**config.mk**
```make
export PLATFORM = sky130hd
export DESIGN_NAME = csd_top
export DESIGN_NICKNAME = d
export VERILOG_FILES = /design/src/inc/csd_pkg.sv /design/src/core/csd_avg_filter.sv /design/src/core/csd_phase_jump.sv /design/src/core/csd_top.sv
export SDC_FILE = /design/constraint.sdc
export NUM_CORES = 1
export LEC_CHECK = 0
export BUFFER_PORTS_ARGS = -buffer_cell sky130_fd_sc_hd__buf_2
export CAP_MARGIN = 20
export CORE_UTILIZATION = 64
export CTS_CLUSTER_DIAMETER = 100
export DETAILED_ROUTE_END_ITERATION = 12
export PLACE_DENSITY = 0.86
export SETUP_SLACK_MARGIN = 0.1
export SLEW_MARGIN = 20
export SYNTH_ARGS = -nofsm -noshare
export SYNTH_HDL_FRONTEND = slang
export SYNTH_HIERARCHICAL = 1
export SYNTH_SLANG_ARGS = --single-unit
```
**constraint.sdc**
```tcl
create_clock -name ref_clk -period 8.6 [get_ports ref_clk]
set_input_delay 0.86 -clock ref_clk [delete_from_list [all_inputs] [get_ports ref_clk]]
set_output_delay 0.86 -clock ref_clk [all_outputs]
set_load 0.01 [all_outputs]
```
**src/inc/csd_pkg.sv**
```systemverilog
// Constants, types and helpers shared by the channel sense detector
package csd_pkg;
  localparam int CLK_PERIOD_NS   = 4;
  localparam int SAR_SETTLE_NS   = 32;
  localparam int SAR_STEP_CYCLES = (SAR_SETTLE_NS + CLK_PERIOD_NS - 1) / CLK_PERIOD_NS;
  localparam int JUMP_GAP_NS     = 4096;
  localparam int JUMP_GAP_CYCLES = JUMP_GAP_NS / CLK_PERIOD_NS;

  localparam logic [31:0] ADDR_CTRL   = 32'h0000_0000;
  localparam logic [31:0] ADDR_THRESH = 32'h0000_0004;
  localparam logic [31:0] ADDR_STATUS = 32'h0000_0008;

  localparam int CTRL_ORDER_LSB  = 0;
  localparam int CTRL_REPORT_LSB = 4;
  localparam int CTRL_WIN_LSB    = 8;
  localparam int CTRL_MUTE_BIT   = 12;
  localparam int CTRL_DIRECT_BIT = 13;
  localparam int CTRL_IRQ_STR    = 16;
  localparam int CTRL_IRQ_JMP    = 17;
  localparam int CTRL_EXT_STR    = 20;
  localparam int CTRL_EXT_JMP    = 21;
  localparam int CTRL_SLP_BIT    = 24;
  localparam int THR_LSB         = 0;
  localparam int DBM_OFF_LSB     = 8;
  localparam int ST_CODE_LSB     = 0;
  localparam int ST_DBM_LSB      = 8;
  localparam int ST_ABOVE_BIT    = 16;
  localparam int ST_WANTED_BIT   = 17;

  localparam logic [31:0] CTRL_RESET   = 32'h0000_0200;
  localparam logic [31:0] CTRL_WMASK   = 32'h0133_3337;
  localparam logic [31:0] THRESH_RESET = 32'h0000_0000;
  localparam logic [31:0] THRESH_WMASK = 32'h0000_FFFF;
  localparam logic [7:0]  SAR_START    = 8'h80;
  localparam logic [2:0]  SAR_TOP_BIT  = 3'h7;

  typedef enum logic [1:0] {RepRealTime, RepPreamble, RepSync, RepPacket} csd_report_t;
  typedef enum logic {SarChanI, SarChanQ} csd_sar_t;

  // Saturate rather than wrap so a strong signal never reads as weak
  function automatic logic [7:0] f_sat_sum(input logic [7:0] a, input logic [7:0] b);
    logic [8:0] s;
    s = {1'b0, a} + {1'b0, b};
    f_sat_sum = s[8] ? 8'hFF : s[7:0];
  endfunction

  // Half-step per code minus a software offset
  function automatic logic [7:0] f_to_dbm(input logic [7:0] code, input logic [7:0] offs);
    f_to_dbm = {1'b0, code[7:1]} - offs;
  endfunction

  function automatic logic [3:0] f_jump_need(input logic [1:0] sel);
    unique case (sel)
      2'h0: f_jump_need = 4'h1;
      2'h1: f_jump_need = 4'h2;
      2'h2: f_jump_need = 4'h4;
      2'h3: f_jump_need = 4'h8;
    endcase
  endfunction
endpackage

```
**src/core/csd_avg_filter.sv**
```systemverilog
// Exponential averaging filter of selectable order
`timescale 1ns/1ns
module csd_avg_filter (
  input  wire logic       ref_clk,
  input  wire logic       rst_n,
  input  wire logic       sampleValid,
  input  wire logic [7:0] sampleIn,
  input  wire logic [2:0] order,
  output logic [7:0]      filtOut
);
  logic [15:0]       acc_q, acc_d;
  logic signed [16:0] diff, step, accSum;

  always_comb begin
    diff   = $signed({1'b0, sampleIn, 8'h00}) - $signed({1'b0, acc_q});
    step   = diff >>> order;
    accSum = $signed({1'b0, acc_q}) + step;
    acc_d  = sampleValid ? accSum[15:0] : acc_q;
  end

  always_ff @(posedge ref_clk) begin
    if (!rst_n) begin
      acc_q <= 16'h0000;
    end else begin
      acc_q <= acc_d;
    end
  end

  assign filtOut = acc_q[15:8];
endmodule

```
**src/core/csd_phase_jump.sv**
```systemverilog
// Phase-jump detector qualifying FSK signals
`timescale 1ns/1ns
module csd_phase_jump (
  input  wire logic       ref_clk,
  input  wire logic       rst_n,
  input  wire logic       fskMode,
  input  wire logic       dataIn,
  input  wire logic       deviationOk,
  input  wire logic       snrOk,
  input  wire logic [1:0] jumpWindowSelect,
  output logic            wanted
);
  localparam logic [10:0] GAP_LAST = 11'(csd_pkg::JUMP_GAP_CYCLES - 1);
  logic        prev_q, prev_d, wanted_q, wanted_d, jump;
  logic [3:0]  jumps_q, jumps_d;
  logic [10:0] gap_q, gap_d;

  always_comb begin
    prev_d  = dataIn;
    jump    = dataIn != prev_q;
    jumps_d = jumps_q;
    gap_d   = gap_q;
    if (!fskMode) begin
      jumps_d = 4'h0;
      gap_d   = 11'h000;
    end else if (jump) begin
      gap_d   = 11'h000;
      jumps_d = (jumps_q == 4'hF) ? jumps_q : jumps_q + 4'h1;
    end else if (gap_q == GAP_LAST) begin
      // Long silence means the jump rate is not the expected one
      jumps_d = 4'h0;
    end else begin
      gap_d = gap_q + 11'h001;
    end
    wanted_d = fskMode && deviationOk && snrOk
               && (jumps_d >= csd_pkg::f_jump_need(jumpWindowSelect));
  end

  always_ff @(posedge ref_clk) begin
    if (!rst_n) begin
      prev_q   <= 1'b0;
      jumps_q  <= 4'h0;
      gap_q    <= 11'h000;
      wanted_q <= 1'b0;
    end else begin
      prev_q   <= prev_d;
      jumps_q  <= jumps_d;
      gap_q    <= gap_d;
      wanted_q <= wanted_d;
    end
  end

  assign wanted = wanted_q;
endmodule

```
**src/core/csd_top.sv**
```systemverilog
// Channel sense detector: converter, filters, threshold, jump detector, AHB-Lite registers
`timescale 1ns/1ns
module csd_top (
  input  wire logic        ref_clk,
  input  wire logic        rst_n,
  input  wire logic        hsel,
  input  wire logic [31:0] haddr,
  input  wire logic [1:0]  htrans,
  input  wire logic        hwrite,
  input  wire logic [2:0]  hsize,
  input  wire logic [31:0] hwdata,
  input  wire logic        hready,
  output logic             hreadyout,
  output logic             hresp,
  output logic [31:0]      hrdata,
  input  wire logic        sarCompIn,
  output logic [7:0]       sarTrialCode,
  output logic             sarChanQ,
  input  wire logic        fskMode,
  input  wire logic        demodData,
  input  wire logic        deviationOk,
  input  wire logic        snrOk,
  input  wire logic        preambleFound,
  input  wire logic        syncFound,
  input  wire logic        packetDone,
  output logic             dataOut,
  output logic             validSignalInterrupt,
  output logic             rxExtend
);
  localparam logic [3:0] STEP_LAST = 4'(csd_pkg::SAR_STEP_CYCLES - 1);

  // Register file
  logic [31:0] ctrl_q, ctrl_d, thresh_q, thresh_d, hrdata_q, hrdata_d, wrAddr_q, wrAddr_d;
  logic        wrPend_q, wrPend_d, addrPhase;
  // Converter
  logic        cs1_q, cs2_q, cs3_q, compStable_q, compStable_d;
  logic [3:0]  stepCnt_q, stepCnt_d;
  logic        stepEn;
  logic [7:0]  trial_q, trial_d, iVal_q, iVal_d, sum_q, sum_d, mask, res;
  logic [2:0]  idx_q, idx_d;
  csd_pkg::csd_sar_t chan_q, chan_d;
  logic        sumValid_q, sumValid_d;
  // Filters and reporting
  logic [7:0]  prevSum_q, prevSum_d, cfOut_q, cfOut_d, filtCode, report_q, report_d;
  logic [8:0]  cfSum;
  logic        cfValid_q, cfValid_d, selEvent;
  logic        above_q, above_d, wanted;
  logic        irq_q, irq_d, ext_q, ext_d, dout_q, dout_d;
  // Control fields
  logic [2:0]  strengthAverageOrder;
  logic [1:0]  jumpWindowSelect;
  logic [7:0]  strengthThreshold, dbmOffset, strengthDbmValue;
  logic        muteEnable, directMode, superLowPowerMode;
  csd_pkg::csd_report_t strengthReportSelect;

  assign strengthAverageOrder = ctrl_q[csd_pkg::CTRL_ORDER_LSB +: 3];
  assign strengthReportSelect = csd_pkg::csd_report_t'(ctrl_q[csd_pkg::CTRL_REPORT_LSB +: 2]);
  assign jumpWindowSelect     = ctrl_q[csd_pkg::CTRL_WIN_LSB +: 2];
  assign muteEnable           = ctrl_q[csd_pkg::CTRL_MUTE_BIT];
  assign directMode           = ctrl_q[csd_pkg::CTRL_DIRECT_BIT];
  assign superLowPowerMode    = ctrl_q[csd_pkg::CTRL_SLP_BIT];
  assign strengthThreshold    = thresh_q[csd_pkg::THR_LSB +: 8];
  assign dbmOffset            = thresh_q[csd_pkg::DBM_OFF_LSB +: 8];
  assign strengthDbmValue     = csd_pkg::f_to_dbm(report_q, dbmOffset);

  // AHB-Lite slave, zero wait state
  assign addrPhase = hsel && hready && htrans[1];
  assign hreadyout = 1'b1;
  assign hresp     = 1'b0;
  assign hrdata    = hrdata_q;

  always_comb begin
    ctrl_d   = ctrl_q;
    thresh_d = thresh_q;
    if (wrPend_q && wrAddr_q == csd_pkg::ADDR_CTRL) begin
      ctrl_d = hwdata & csd_pkg::CTRL_WMASK;
    end
    if (wrPend_q && wrAddr_q == csd_pkg::ADDR_THRESH) begin
      thresh_d = hwdata & csd_pkg::THRESH_WMASK;
    end
    wrPend_d = addrPhase && hwrite;
    wrAddr_d = addrPhase ? haddr : wrAddr_q;
    hrdata_d = hrdata_q;
    // Read takes the forwarded value so a read right after a write sees it
    if (addrPhase && !hwrite) begin
      unique case (haddr)
        csd_pkg::ADDR_CTRL:   hrdata_d = ctrl_d;
        csd_pkg::ADDR_THRESH: hrdata_d = thresh_d;
        csd_pkg::ADDR_STATUS: hrdata_d = {14'h0000, wanted, above_q,
                                          strengthDbmValue, report_q};
        default:              hrdata_d = 32'h0000_0000;
      endcase
    end
  end

  always_ff @(posedge ref_clk) begin
    if (!rst_n) begin
      ctrl_q   <= csd_pkg::CTRL_RESET;
      thresh_q <= csd_pkg::THRESH_RESET;
      wrPend_q <= 1'b0;
      wrAddr_q <= 32'h0000_0000;
      hrdata_q <= 32'h0000_0000;
    end else begin
      ctrl_q   <= ctrl_d;
      thresh_q <= thresh_d;
      wrPend_q <= wrPend_d;
      wrAddr_q <= wrAddr_d;
      hrdata_q <= hrdata_d;
    end
  end

  // Comparator synchroniser; a level counts once stages two and three agree
  always_comb begin
    compStable_d = (cs2_q == cs3_q) ? cs2_q : compStable_q;
  end

  always_ff @(posedge ref_clk) begin
    if (!rst_n) begin
      cs1_q        <= 1'b0;
      cs2_q        <= 1'b0;
      cs3_q        <= 1'b0;
      compStable_q <= 1'b0;
    end else begin
      cs1_q        <= sarCompIn;
      cs2_q        <= cs1_q;
      cs3_q        <= cs2_q;
      compStable_q <= compStable_d;
    end
  end

  // Successive approximation, I then Q, one bit per settle step
  assign stepEn = stepCnt_q == STEP_LAST;

  always_comb begin
    stepCnt_d  = stepEn ? 4'h0 : stepCnt_q + 4'h1;
    trial_d    = trial_q;
    idx_d      = idx_q;
    chan_d     = chan_q;
    iVal_d     = iVal_q;
    sum_d      = sum_q;
    sumValid_d = 1'b0;
    mask       = 8'h01 << idx_q;
    res        = compStable_q ? trial_q : (trial_q & ~mask);
    if (stepEn) begin
      if (idx_q != 3'h0) begin
        trial_d = res | (mask >> 1);
        idx_d   = idx_q - 3'h1;
      end else begin
        trial_d = csd_pkg::SAR_START;
        idx_d   = csd_pkg::SAR_TOP_BIT;
        unique case (chan_q)
          csd_pkg::SarChanI: begin
            iVal_d = res;
            chan_d = csd_pkg::SarChanQ;
          end
          csd_pkg::SarChanQ: begin
            sum_d      = csd_pkg::f_sat_sum(iVal_q, res);
            sumValid_d = 1'b1;
            chan_d     = csd_pkg::SarChanI;
          end
        endcase
      end
    end
  end

  always_ff @(posedge ref_clk) begin
    if (!rst_n) begin
      stepCnt_q  <= 4'h0;
      trial_q    <= csd_pkg::SAR_START;
      idx_q      <= csd_pkg::SAR_TOP_BIT;
      chan_q     <= csd_pkg::SarChanI;
      iVal_q     <= 8'h00;
      sum_q      <= 8'h00;
      sumValid_q <= 1'b0;
    end else begin
      stepCnt_q  <= stepCnt_d;
      trial_q    <= trial_d;
      idx_q      <= idx_d;
      chan_q     <= chan_d;
      iVal_q     <= iVal_d;
      sum_q      <= sum_d;
      sumValid_q <= sumValid_d;
    end
  end

  assign sarTrialCode = trial_q;
  assign sarChanQ     = chan_q == csd_pkg::SarChanQ;

  // Converter filter: two-tap mean of successive sums
  always_comb begin
    cfSum     = {1'b0, prevSum_q} + {1'b0, sum_q};
    prevSum_d = sumValid_q ? sum_q : prevSum_q;
    cfOut_d   = sumValid_q ? cfSum[8:1] : cfOut_q;
    cfValid_d = sumValid_q;
  end

  always_ff @(posedge ref_clk) begin
    if (!rst_n) begin
      prevSum_q <= 8'h00;
      cfOut_q   <= 8'h00;
      cfValid_q <= 1'b0;
    end else begin
      prevSum_q <= prevSum_d;
      cfOut_q   <= cfOut_d;
      cfValid_q <= cfValid_d;
    end
  end

  csd_avg_filter u_avg (
    .ref_clk     (ref_clk),
    .rst_n       (rst_n),
    .sampleValid (cfValid_q),
    .sampleIn    (cfOut_q),
    .order       (strengthAverageOrder),
    .filtOut     (filtCode)
  );

  csd_phase_jump u_jump (
    .ref_clk          (ref_clk),
    .rst_n            (rst_n),
    .fskMode          (fskMode),
    .dataIn           (demodData),
    .deviationOk      (deviationOk),
    .snrOk            (snrOk),
    .jumpWindowSelect (jumpWindowSelect),
    .wanted           (wanted)
  );

  // Reporting, threshold and source selection
  always_comb begin
    unique case (strengthReportSelect)
      csd_pkg::RepRealTime: selEvent = 1'b1;
      csd_pkg::RepPreamble: selEvent = preambleFound;
      csd_pkg::RepSync:     selEvent = syncFound;
      csd_pkg::RepPacket:   selEvent = packetDone;
    endcase
    report_d = selEvent ? filtCode : report_q;
    above_d  = filtCode > strengthThreshold;
    irq_d    = (ctrl_q[csd_pkg::CTRL_IRQ_STR] && above_q)
               || (ctrl_q[csd_pkg::CTRL_IRQ_JMP] && wanted);
    ext_d    = superLowPowerMode && ((ctrl_q[csd_pkg::CTRL_EXT_STR] && above_q)
               || (ctrl_q[csd_pkg::CTRL_EXT_JMP] && wanted));
    // Muting forces zero so a listener sees a quiet line, not noise
    dout_d   = (directMode && muteEnable && !wanted) ? 1'b0 : demodData;
  end

  always_ff @(posedge ref_clk) begin
    if (!rst_n) begin
      report_q <= 8'h00;
      above_q  <= 1'b0;
      irq_q    <= 1'b0;
      ext_q    <= 1'b0;
      dout_q   <= 1'b0;
    end else begin
      report_q <= report_d;
      above_q  <= above_d;
      irq_q    <= irq_d;
      ext_q    <= ext_d;
      dout_q   <= dout_d;
    end
  end

  assign validSignalInterrupt = irq_q;
  assign rxExtend             = ext_q;
  assign dataOut              = dout_q;
endmodule

```
* Yosys cells after proc, flatten, opt, wreduce, memory -nomap -nowiden
Cells that the tools add are included.
Word-level totals: register bits after elaboration 228, bits of input ports 82, output and inout port bits 46
Cells by class: add/subtract/negate cells 9, $lt $le $gt $ge 2, equal/unequal tests 14, shifts and indexed selects 2, multiplexer cells 15, bitwise operators 8, reduce and logical (&&, ||, !) cells 32
Operator list (count):
- $pmux 32 s3 | 1
- $eq 32x3->1 const B | 2
- $logic_not 32->1 | 2
- $mux 32 | 2
- $eq 32x4->1 const B | 1
- $mux 8 | 3
- $add 8x8->9 | 2
- $sshr 17x3->16 | 1
- $sub 16x16->17 | 1
- $add 16x16->16 | 1
- $logic_and 1x1->1 | 16
- $mux 4 | 4
- $pmux 4 s4 | 1
- $add 11x1->11 const B | 1
- $eq 11x10->1 const B | 1
- $add 4x1->4 const B | 2
- $and 8x8->8 | 1
- $eq 2x2->1 const B | 4
- $gt 8x8->1 | 1
- $not 8->8 | 1
- $or 8x7->8 | 1
- $shl 1x3->8 const A | 1
- $sub 7x8->8 | 1
- $reduce_and 3->1 | 2
- 19 further kinds | 29

* Logic depth before layout (Yosys ltp)
Gate-level depths: netlist of run 1.
depth in word-level cells 6, gate-level depth with buffers 18, gate-level depth less buffers 17

* Hierarchy
Netlist of run 1, hierarchy kept.
Modules (own cells, without submodules):
- csd_top | times used 1, cells each 931, area an instance 8647.0 µm², seq. area each 3903.7 µm²
- csd_avg_filter | times used 1, cells each 330, area an instance 2650.0 µm², seq. area each 320.3 µm²
- csd_phase_jump | times used 1, cells each 110, area an instance 965.9 µm², seq. area each 340.3 µm²

* Worst setup path before layout of run 1
No wires, ideal clock.
path type reg2reg, start point register u_avg.acc_q[9], end point register u_avg.acc_q[15], setup time 66 ps, arrival time 4085 ps, required time 8534 ps, path slack 4449 ps, stages on the path, launching flop included 18, path buffers 0, path through dfxtp_1 > inv_1 > ha_1 > a21o_1 > a21o_1 > a41oi_4 > o211ai_1 > xor2_1 > mux4_2 > mux2_2 > ha_1 > a211oi_1 > nor2_1 > o31ai_1 > a32oi_1 > or2_2 > a211o_1 > nand4bb_1
On the way: word-level cells in the longest chain between the ends 3
Ends and longest elaborated chain:
- from (decl) | RTL line csd_avg_filter.sv:11 | logic [15:0] acc_q, acc_d;
- from (signal assigned) | RTL line csd_avg_filter.sv:23 | acc_q <= 16'h0000;
- from (signal assigned) | RTL line csd_avg_filter.sv:25 | acc_q <= acc_d;
- $sub 16x16->17 | RTL line csd_avg_filter.sv:15 | diff = $signed({1'b0, sampleIn, 8'h00}) - $signed({1'b0, acc_q});
- $sshr 17x3->16 | RTL line csd_avg_filter.sv:16 | step = diff >>> order;
- $add 16x16->16 (*) | RTL line csd_avg_filter.sv:17 | accSum = $signed({1'b0, acc_q}) + step;
Mark *: on every way between the ends. The rest lies on a longest branch, timed or not. A chain may end at the register's enable or synchronous reset.

* Worst setup path after layout of run 1
Same ends and word-level chain as after synthesis.

==> metrics.md, run 1 <==
| Metric | Value |
|---|---|
| Most used DFF post-synth | `dfxtp_1` |
| Total iterations of the first detailed-routing run | `5` |
| RSZ-0062 raised after global routing | `no` |
| Setup bufs post-CTS | `0` |
| Status | `completed` |
| Initial drt markers | `617` |
| Final HPWL DP | `approximately 19 mm` |
| Relative slew slack | `34.8%` |
| Setup TNS | `0 ns` |
| Post-synth ARST share | `0%` |
| Critical path type | `flop to flop` |
| FF+latch count, synth | `about 230` |
| Gr usage total | `27.9%` |
| Sw Share | `about 22%` |
| Post-synthesis cell type count | `88` |
| Worst path arrival time | `between 5 and 6 ns` |
| Most frequent cells in the layout | `dfxtp_1, nand2_1, buf_2` |
| CTS clock-pin slew for the worst setup and hold paths | `approximately 0.060 ns` |
| Final setup viols | `0` |
| CTS tree | `yes` |
| Achievable Freq | `approximately 210 MHz` |
| H-tree levels | `1` |
| Detail Route Antenna Nets | `0` |
| Max-capacitance violation count | `0` |
| CP required | `9.07 ns` |
| Nature of the critical path startpoint | `flop` |
| Worst-Margin Slew | `0.976 ns` |
| Critical Path Sink Type | `flop` |
| Total congestion overflow | `0` |
| Syn Area/Cell | `8.94 um2` |
| Ports | `128` |
| Sequential share of power | `between 40% and 50%` |
| Nets | `approximately 1.6k` |
| Core Area | `~19000 um2` |
| Root Buffer | `clkbuf_16` |
| Worst vdd ir | `roughly 0.17 mV` |
| Sink Count | `around 230` |
| Vias | `10.2k` |
| Seq/Total Area, Yosys | `between 30% and 40%` |
| Combinational share of power | `4.1%` |
| Gpl congestion | `slightly below 0.9` |
| Post-route minimum period | `4.69 ns` |
| DR WL/cell | `16.2 um` |
| Share of cells above drive strength 1 | `between 15 and 20%` |
| # diodes | `0` |
| Core Rows | `50` |
| DIE HEIGHT | `140 um` |
| Int Power | `1820 uW` |
| EDFF count, synth | `0` |
| Residual DRC | `0` |
| First-pass GRT wire length | `about 46 mm` |
| Final hold vios | `0` |
| Syn Inst Count | `1371` |
| IO buf count | `110` |
| Largest net degree at the start of global routing | `between 90 and 100` |
| Synthesized cell area | `12300 um2` |
| Final Max Slew Viols | `0` |
| Syn-to-layout area delta | `12.0%` |
| Top fanout value on the critical path | `7` |
| Clk pwr share | `50.0%` |
| CTS Buffer Depth | `3` |
| Ys Warns | `6` |
| Die width | `140 um` |
| Initial antenna violation count | `2` |
| Post-CTS sizing | `0` |
| Hold-fix buffers, CTS | `0` |
| Worst-Skew Late Latency | `0.54 ns` |
| CTS buffer count | `25` |
| Setup Skew | `0.0230 ns` |
| Power per cell area | `170 nW/um2` |
| Via/cell ratio | `6.01` |
| Commonest non-fill, non-tap cell in the layout | `dfxtp_1` |
| Total of fill cells in the finished design | `approximately 1.4k` |
| Routed WL | `27.5 mm` |
| Final Util | `73.2%` |
| Starting Density | `between 60% and 70%` |
| Fin crit share | `54.6%` |
| LEAKAGE | `0.00567 uW` |
| Vias in the first global route | `9564` |
| Post-Syn Nets | `1525` |
| Type of the tightest min-delay check | `flop to flop` |
| Full die area | `19700 um2` |
| Switching pwr | `a little over 500 uW` |
## registers in the layout, indices dropped and copies added, names as in the netlist, 3 cells and up
name and count:
prevSum_q 8, cfOut_q 8, iVal_q 8, hrdata 32
sarTrialCode 8, u_jump/jumps_q 4, thresh_q 32, u_jump/gap_q 11
sum_q 8, idx_q 3, stepCnt_q 4, report_q 8
u_avg/acc_q 16, ctrl_q 32, wrAddr_q 32
## path summary, 6_finish.rpt
kind / depth (start not counted) / startpoint / slack, ns / endpoint
max: 17 / u_avg/acc_q[9] / 3.91 / u_avg/acc_q[15]
min: 1 / ctrl_q[12] / 0.45 / dataOut
max reg2reg: 17 / u_avg/acc_q[9] / 3.91 / u_avg/acc_q[15]
min reg2reg: 1 / ctrl_q[12] / 0.45 / dataOut
## logic make-up (layout without fill, tap and decap cells)
logic type | after synthesis | in the layout | synth area share [%]
other | 2 | 2 | 0.0612
buffers and inverters | 132 | 220 | 4.72
flip-flops | 228 | 228 | 37.2
AO/OA/AOI/OAI | 309 | 309 | 17.2
adder cells (fa/ha/maj) | 72 | 72 | 7.59
AND/OR/NAND/NOR | 488 | 488 | 21.2
multiplexers | 96 | 96 | 8.78
XOR/XNOR | 44 | 44 | 3.20
## power groups by stage
stage,sequential (uW),clock (uW),combinational [uW]
2_1_floorplan,1090,0,62.0
3_3_place_gp,1100,0,91.2
3_5_place_dp,1100,0,94.0
4_1_cts,1070,1170,94.8
5_1_grt,1070,1220,105
6_report,1070,1170,95.3
## critical path, cell delays in order (launching register included)
cell and delay [ns]:
dfxtp_1 0.44, inv_1 0.08, ha_1 0.37, a21o_1 0.22, a21o_1 0.22, a41oi_4 0.29, o211ai_1 0.16, xor2_1 0.19
mux4_2 0.51, mux2_2 0.28, ha_1 0.34, a211oi_1 0.23, nor2_1 0.10, o31ai_1 0.26, a32oi_1 0.21, or2_2 0.35
a211o_1 0.29, nand4bb_1 0.10
## area by class of cell
type / count / area (um2) / share of cell area (%)
inverters: 55 / 206 / 1.50
flip-flops and latches: 228 / 4560 / 33.2
well taps: 234 / 293 / 2.13
clock inverters: 15 / 234 / 1.70
clock buffers: 31 / 678 / 4.94
multi-input cells: 1011 / 7140 / 52.0
repair buffers: 119 / 624 / 4.54
## per-stage QoR
stage	setup slack (ns)	area (um2)	std cells	total power, uW	hold WS, ns
after detailed placement	4.03	12800	1646	1190	0.421
after floorplan	4.45	12300	1371	1160	0.412
final	3.91	13700	1693	2340	0.446
after global routing	3.61	13700	1693	2400	0.458
after CTS	3.93	13700	1692	2340	0.428
after global placement	4.07	12800	1646	1190	0.416
## cells in the mapped netlist, types with 19 or more instances
master / instances / share of area [%]
nand3_1: 23 / 0.94
nor3_1: 20 / 0.82
nand2b_1: 19 / 0.97
mux2_2: 19 / 1.7
o21ai_0: 72 / 2.9
clkbuf_1: 53 / 1.6
ha_1: 68 / 6.9
a22oi_1: 24 / 1.5
xnor2_1: 28 / 2.0
a21oi_1: 53 / 2.2
inv_1: 55 / 1.7
nand2_1: 155 / 4.7
dfxtp_1: 228 / 37
nor2_1: 69 / 2.1
a21boi_0: 47 / 2.9
and3_1: 29 / 1.5
mux2i_1: 69 / 5.6
and2_1: 48 / 2.4
nor2b_1: 54 / 2.8
## per-layer routing
metal | global-route usage [%] | up-vias | share of wire, %
met5 | 0 | - | 0.080
met2 | 47.4 | 285 | 47
li1 | - | 5007 | -
met4 | 7.35 | 4 | 2.1
met3 | 5.23 | 50 | 5.9
met1 | 36.4 | 4834 | 45
Power figures use the tool's default switching activity.
==> run 2, diff against run 1 <==
- CORE_UTILIZATION: 64 -> 60
- PLACE_DENSITY: 0.86 -> 0.81
- clock period: 8.6 -> 4.4 ns (I/O delays scaled with it)
==> run 2 against run 1 <==
  * Setup slack worse by 3.7 ns
  * First-iteration DRC count shrank 1.6%
  * Core utilization down 1.5 points
  * Highest routed layer is now met4
==> metrics.md, run 2 (synthesized netlist as in run 1, its figures left out) <==
| Metric | Value |
|---|---|
| Status | `completed` |
| CTS Buffer Depth | `3` |
| Starting Density | `62.2%` |
| Final Worst Setup Slack | `roughly 0.21 ns` |
| Slowest-stage cell, CP | `mux4_2` |
| Initial drt markers | `roughly 610` |
| Nets | `between 1.5k and 2k` |
| Initial antenna violation count | `1` |
| First-pass GRT wire length | `between 40 and 50 mm` |
| Gr usage total | `26.0%` |
| Top fanout value on the critical path | `6` |
| Nature of the critical path startpoint | `flop` |
| Final Util | `71.7%` |
| H-tree levels | `1` |
| Vias | `approximately 10k` |
| Fin crit share | `95.3%` |
| WP buf/inv | `4` |
| Reg2reg setup slack | `0.21 ns` |
| Worst-Skew Late Latency | `roughly 0.52 ns` |
| Setup Skew | `around 0.0078 ns` |
| CTS buffer count | `25` |
| Setup TNS | `0 ns` |
| Ports | `roughly 130` |
| RSZ-0062 raised after global routing | `no` |
| CTS clock-pin slew for the worst setup and hold paths | `about 0.060 ns` |
| Slowest stage delay, CP | `0.49 ns` |
| Total congestion overflow | `0` |
| LEAKAGE | `0.00584 uW` |
| CP Cell Sequence | `inv_1 > ha_4 > nor4b_4 > buf_4 > a41oi_4 > buf_4 > xnor2_2 > mux2_4 > mux4_2 > ha_1 > nand2_1 > o21ai_2 > nand4_1 > a32oi_2 > buf_4 > nand4_1 > a211o_1 > nand4bb_1` |
| Power per cell area | `306 nW/um2` |
| Root Buffer | `clkbuf_16` |
| Worst vdd ir | `roughly 0.36 mV` |
| Final Max Slew Viols | `0` |
| Core Rows | `51` |
| Largest net degree at the start of global routing | `79` |
| Post-route minimum period | `roughly 4.2 ns` |
| Via/cell ratio | `between 5 and 6` |
| Syn-to-layout area delta | `15.2%` |
| Die width | `145 um` |
| Max-capacitance violation count | `0` |
| Core Area | `19700 um2` |
| Share of cells above drive strength 1 | `between 10% and 20%` |
| Detail Route Antenna Nets | `0` |
| Critical Path Sink Type | `flop` |
| CP required | `4.85 ns` |
| Full die area | `21000 um2` |
| Total iterations of the first detailed-routing run | `5` |
| Final setup viols | `0` |
| CTS tree | `yes` |
| Hold-fix buffers, CTS | `0` |
| Critical path type | `flop to flop` |
| Achievable Freq | `between 200 and 250 MHz` |
| Residual DRC | `0` |
| Worst path arrival time | `4.65 ns` |
| DIE HEIGHT | `145 um` |
| Commonest non-fill, non-tap cell in the layout | `dfxtp_1` |
| Largest delay share family, worst path | `compound AO/OA/AOI/OAI gates` |
| Dpl ws | `0.0454 ns` |
| Type of the tightest min-delay check | `input port to flop` |
| Gpl congestion | `0.886` |
| Final hold vios | `0` |
| Tot Pwr | `4320 uW` |
| Sink Count | `228` |
| Worst-Margin Slew | `around 1.1 ns` |
| Routed WL | `28.3 mm` |
| IO buf count | `110` |
| Vias in the first global route | `between 9k and 10k` |
| Most frequent cells in the layout | `dfxtp_1, nand2_1, buf_2` |
| Final HPWL DP | `19.5 mm` |
| Most frequent CP cell | `buf_4` |
| Relative slew slack | `28.4%` |
| DR WL/cell | `roughly 16 um` |
==> run 2: changes by cell type in the layout (fill, tap and decap cells not counted), sizes merged <==
cell,delta
clkinvlp,-3
buf,+39
bufinv,-4
diode,+1
clkinv,+2
clkbuf,+3
==> run 2: routing by layer <==
| layer | global-route usage (%) | vias up | share of wire, % |
|---|---|---|---|
| met3 | 4.31 | 44 | 5.2 |
| met4 | 7.23 | 0 | 2.4 |
| met5 | 0 | - | 0 |
| met1 | 33.6 | 4783 | 45 |
| li1 | - | 5075 | - |
| met2 | 44.5 | 251 | 47 |
==> run 2: stage by stage <==
| stage | hold WS (ns) | std cells | area (um2) |
|---|---|---|---|
| after floorplan | 0.412 | 1371 | 12300 |
| after global placement | 0.413 | 1700 | 13000 |
| after detailed placement | 0.430 | 1700 | 13000 |
| after CTS | 0.114 | 1745 | 13800 |
| after global routing | 0.106 | 1762 | 14100 |
| final | 0.128 | 1762 | 14100 |
==> run 2: power breakdown <==
group / internal [uW] / switching (uW) / leakage, uW
combinational: 77.3 / 114 / 0.00359
sequential: 2080 / 15.5 / 0.00184
clock: 1190 / 840 / 0.000404
==> run 2: area by class of cell <==
type                       instances  area [um2]
inverter                          55         206
sequential                       228        4570
timing repair buffer             158         913
clock inverter                    10        93.8
fill                            1489        5590
antenna                            1        2.50
tap                              265         332
multi-input combinational       1011        7300
clock buffer                      34         709
==> run 2: worst reg2reg max path: stages, from the launching register on <==
cell and delay [ns]:
dfxtp_2 0.32, inv_1 0.06, ha_4 0.28, nor4b_4 0.25
buf_4 0.18, a41oi_4 0.16, buf_4 0.19, xnor2_2 0.15
mux2_4 0.27, mux4_2 0.49, ha_1 0.35, nand2_1 0.08
o21ai_2 0.19, nand4_1 0.15, a32oi_2 0.29, buf_4 0.16
nand4_1 0.10, a211o_1 0.33, nand4bb_1 0.09
==> run 2: what timing repair did <==
item,in CTS,in global routing
pin swaps,1,20
gates cloned,0,0
setup buffers,1,15
endpoints found under the setup margin,1,7
gates resized for setup,2,33
==> run 2: worst paths after layout <==
kind,start,endpoint,cells past startpoint
max,u_avg/acc_q[8],u_avg/acc_q[15],18
min,sarCompIn,cs1_q,2
min reg2reg,ctrl_q[24],rxExtend,2
max reg2reg,u_avg/acc_q[8],u_avg/acc_q[15],18
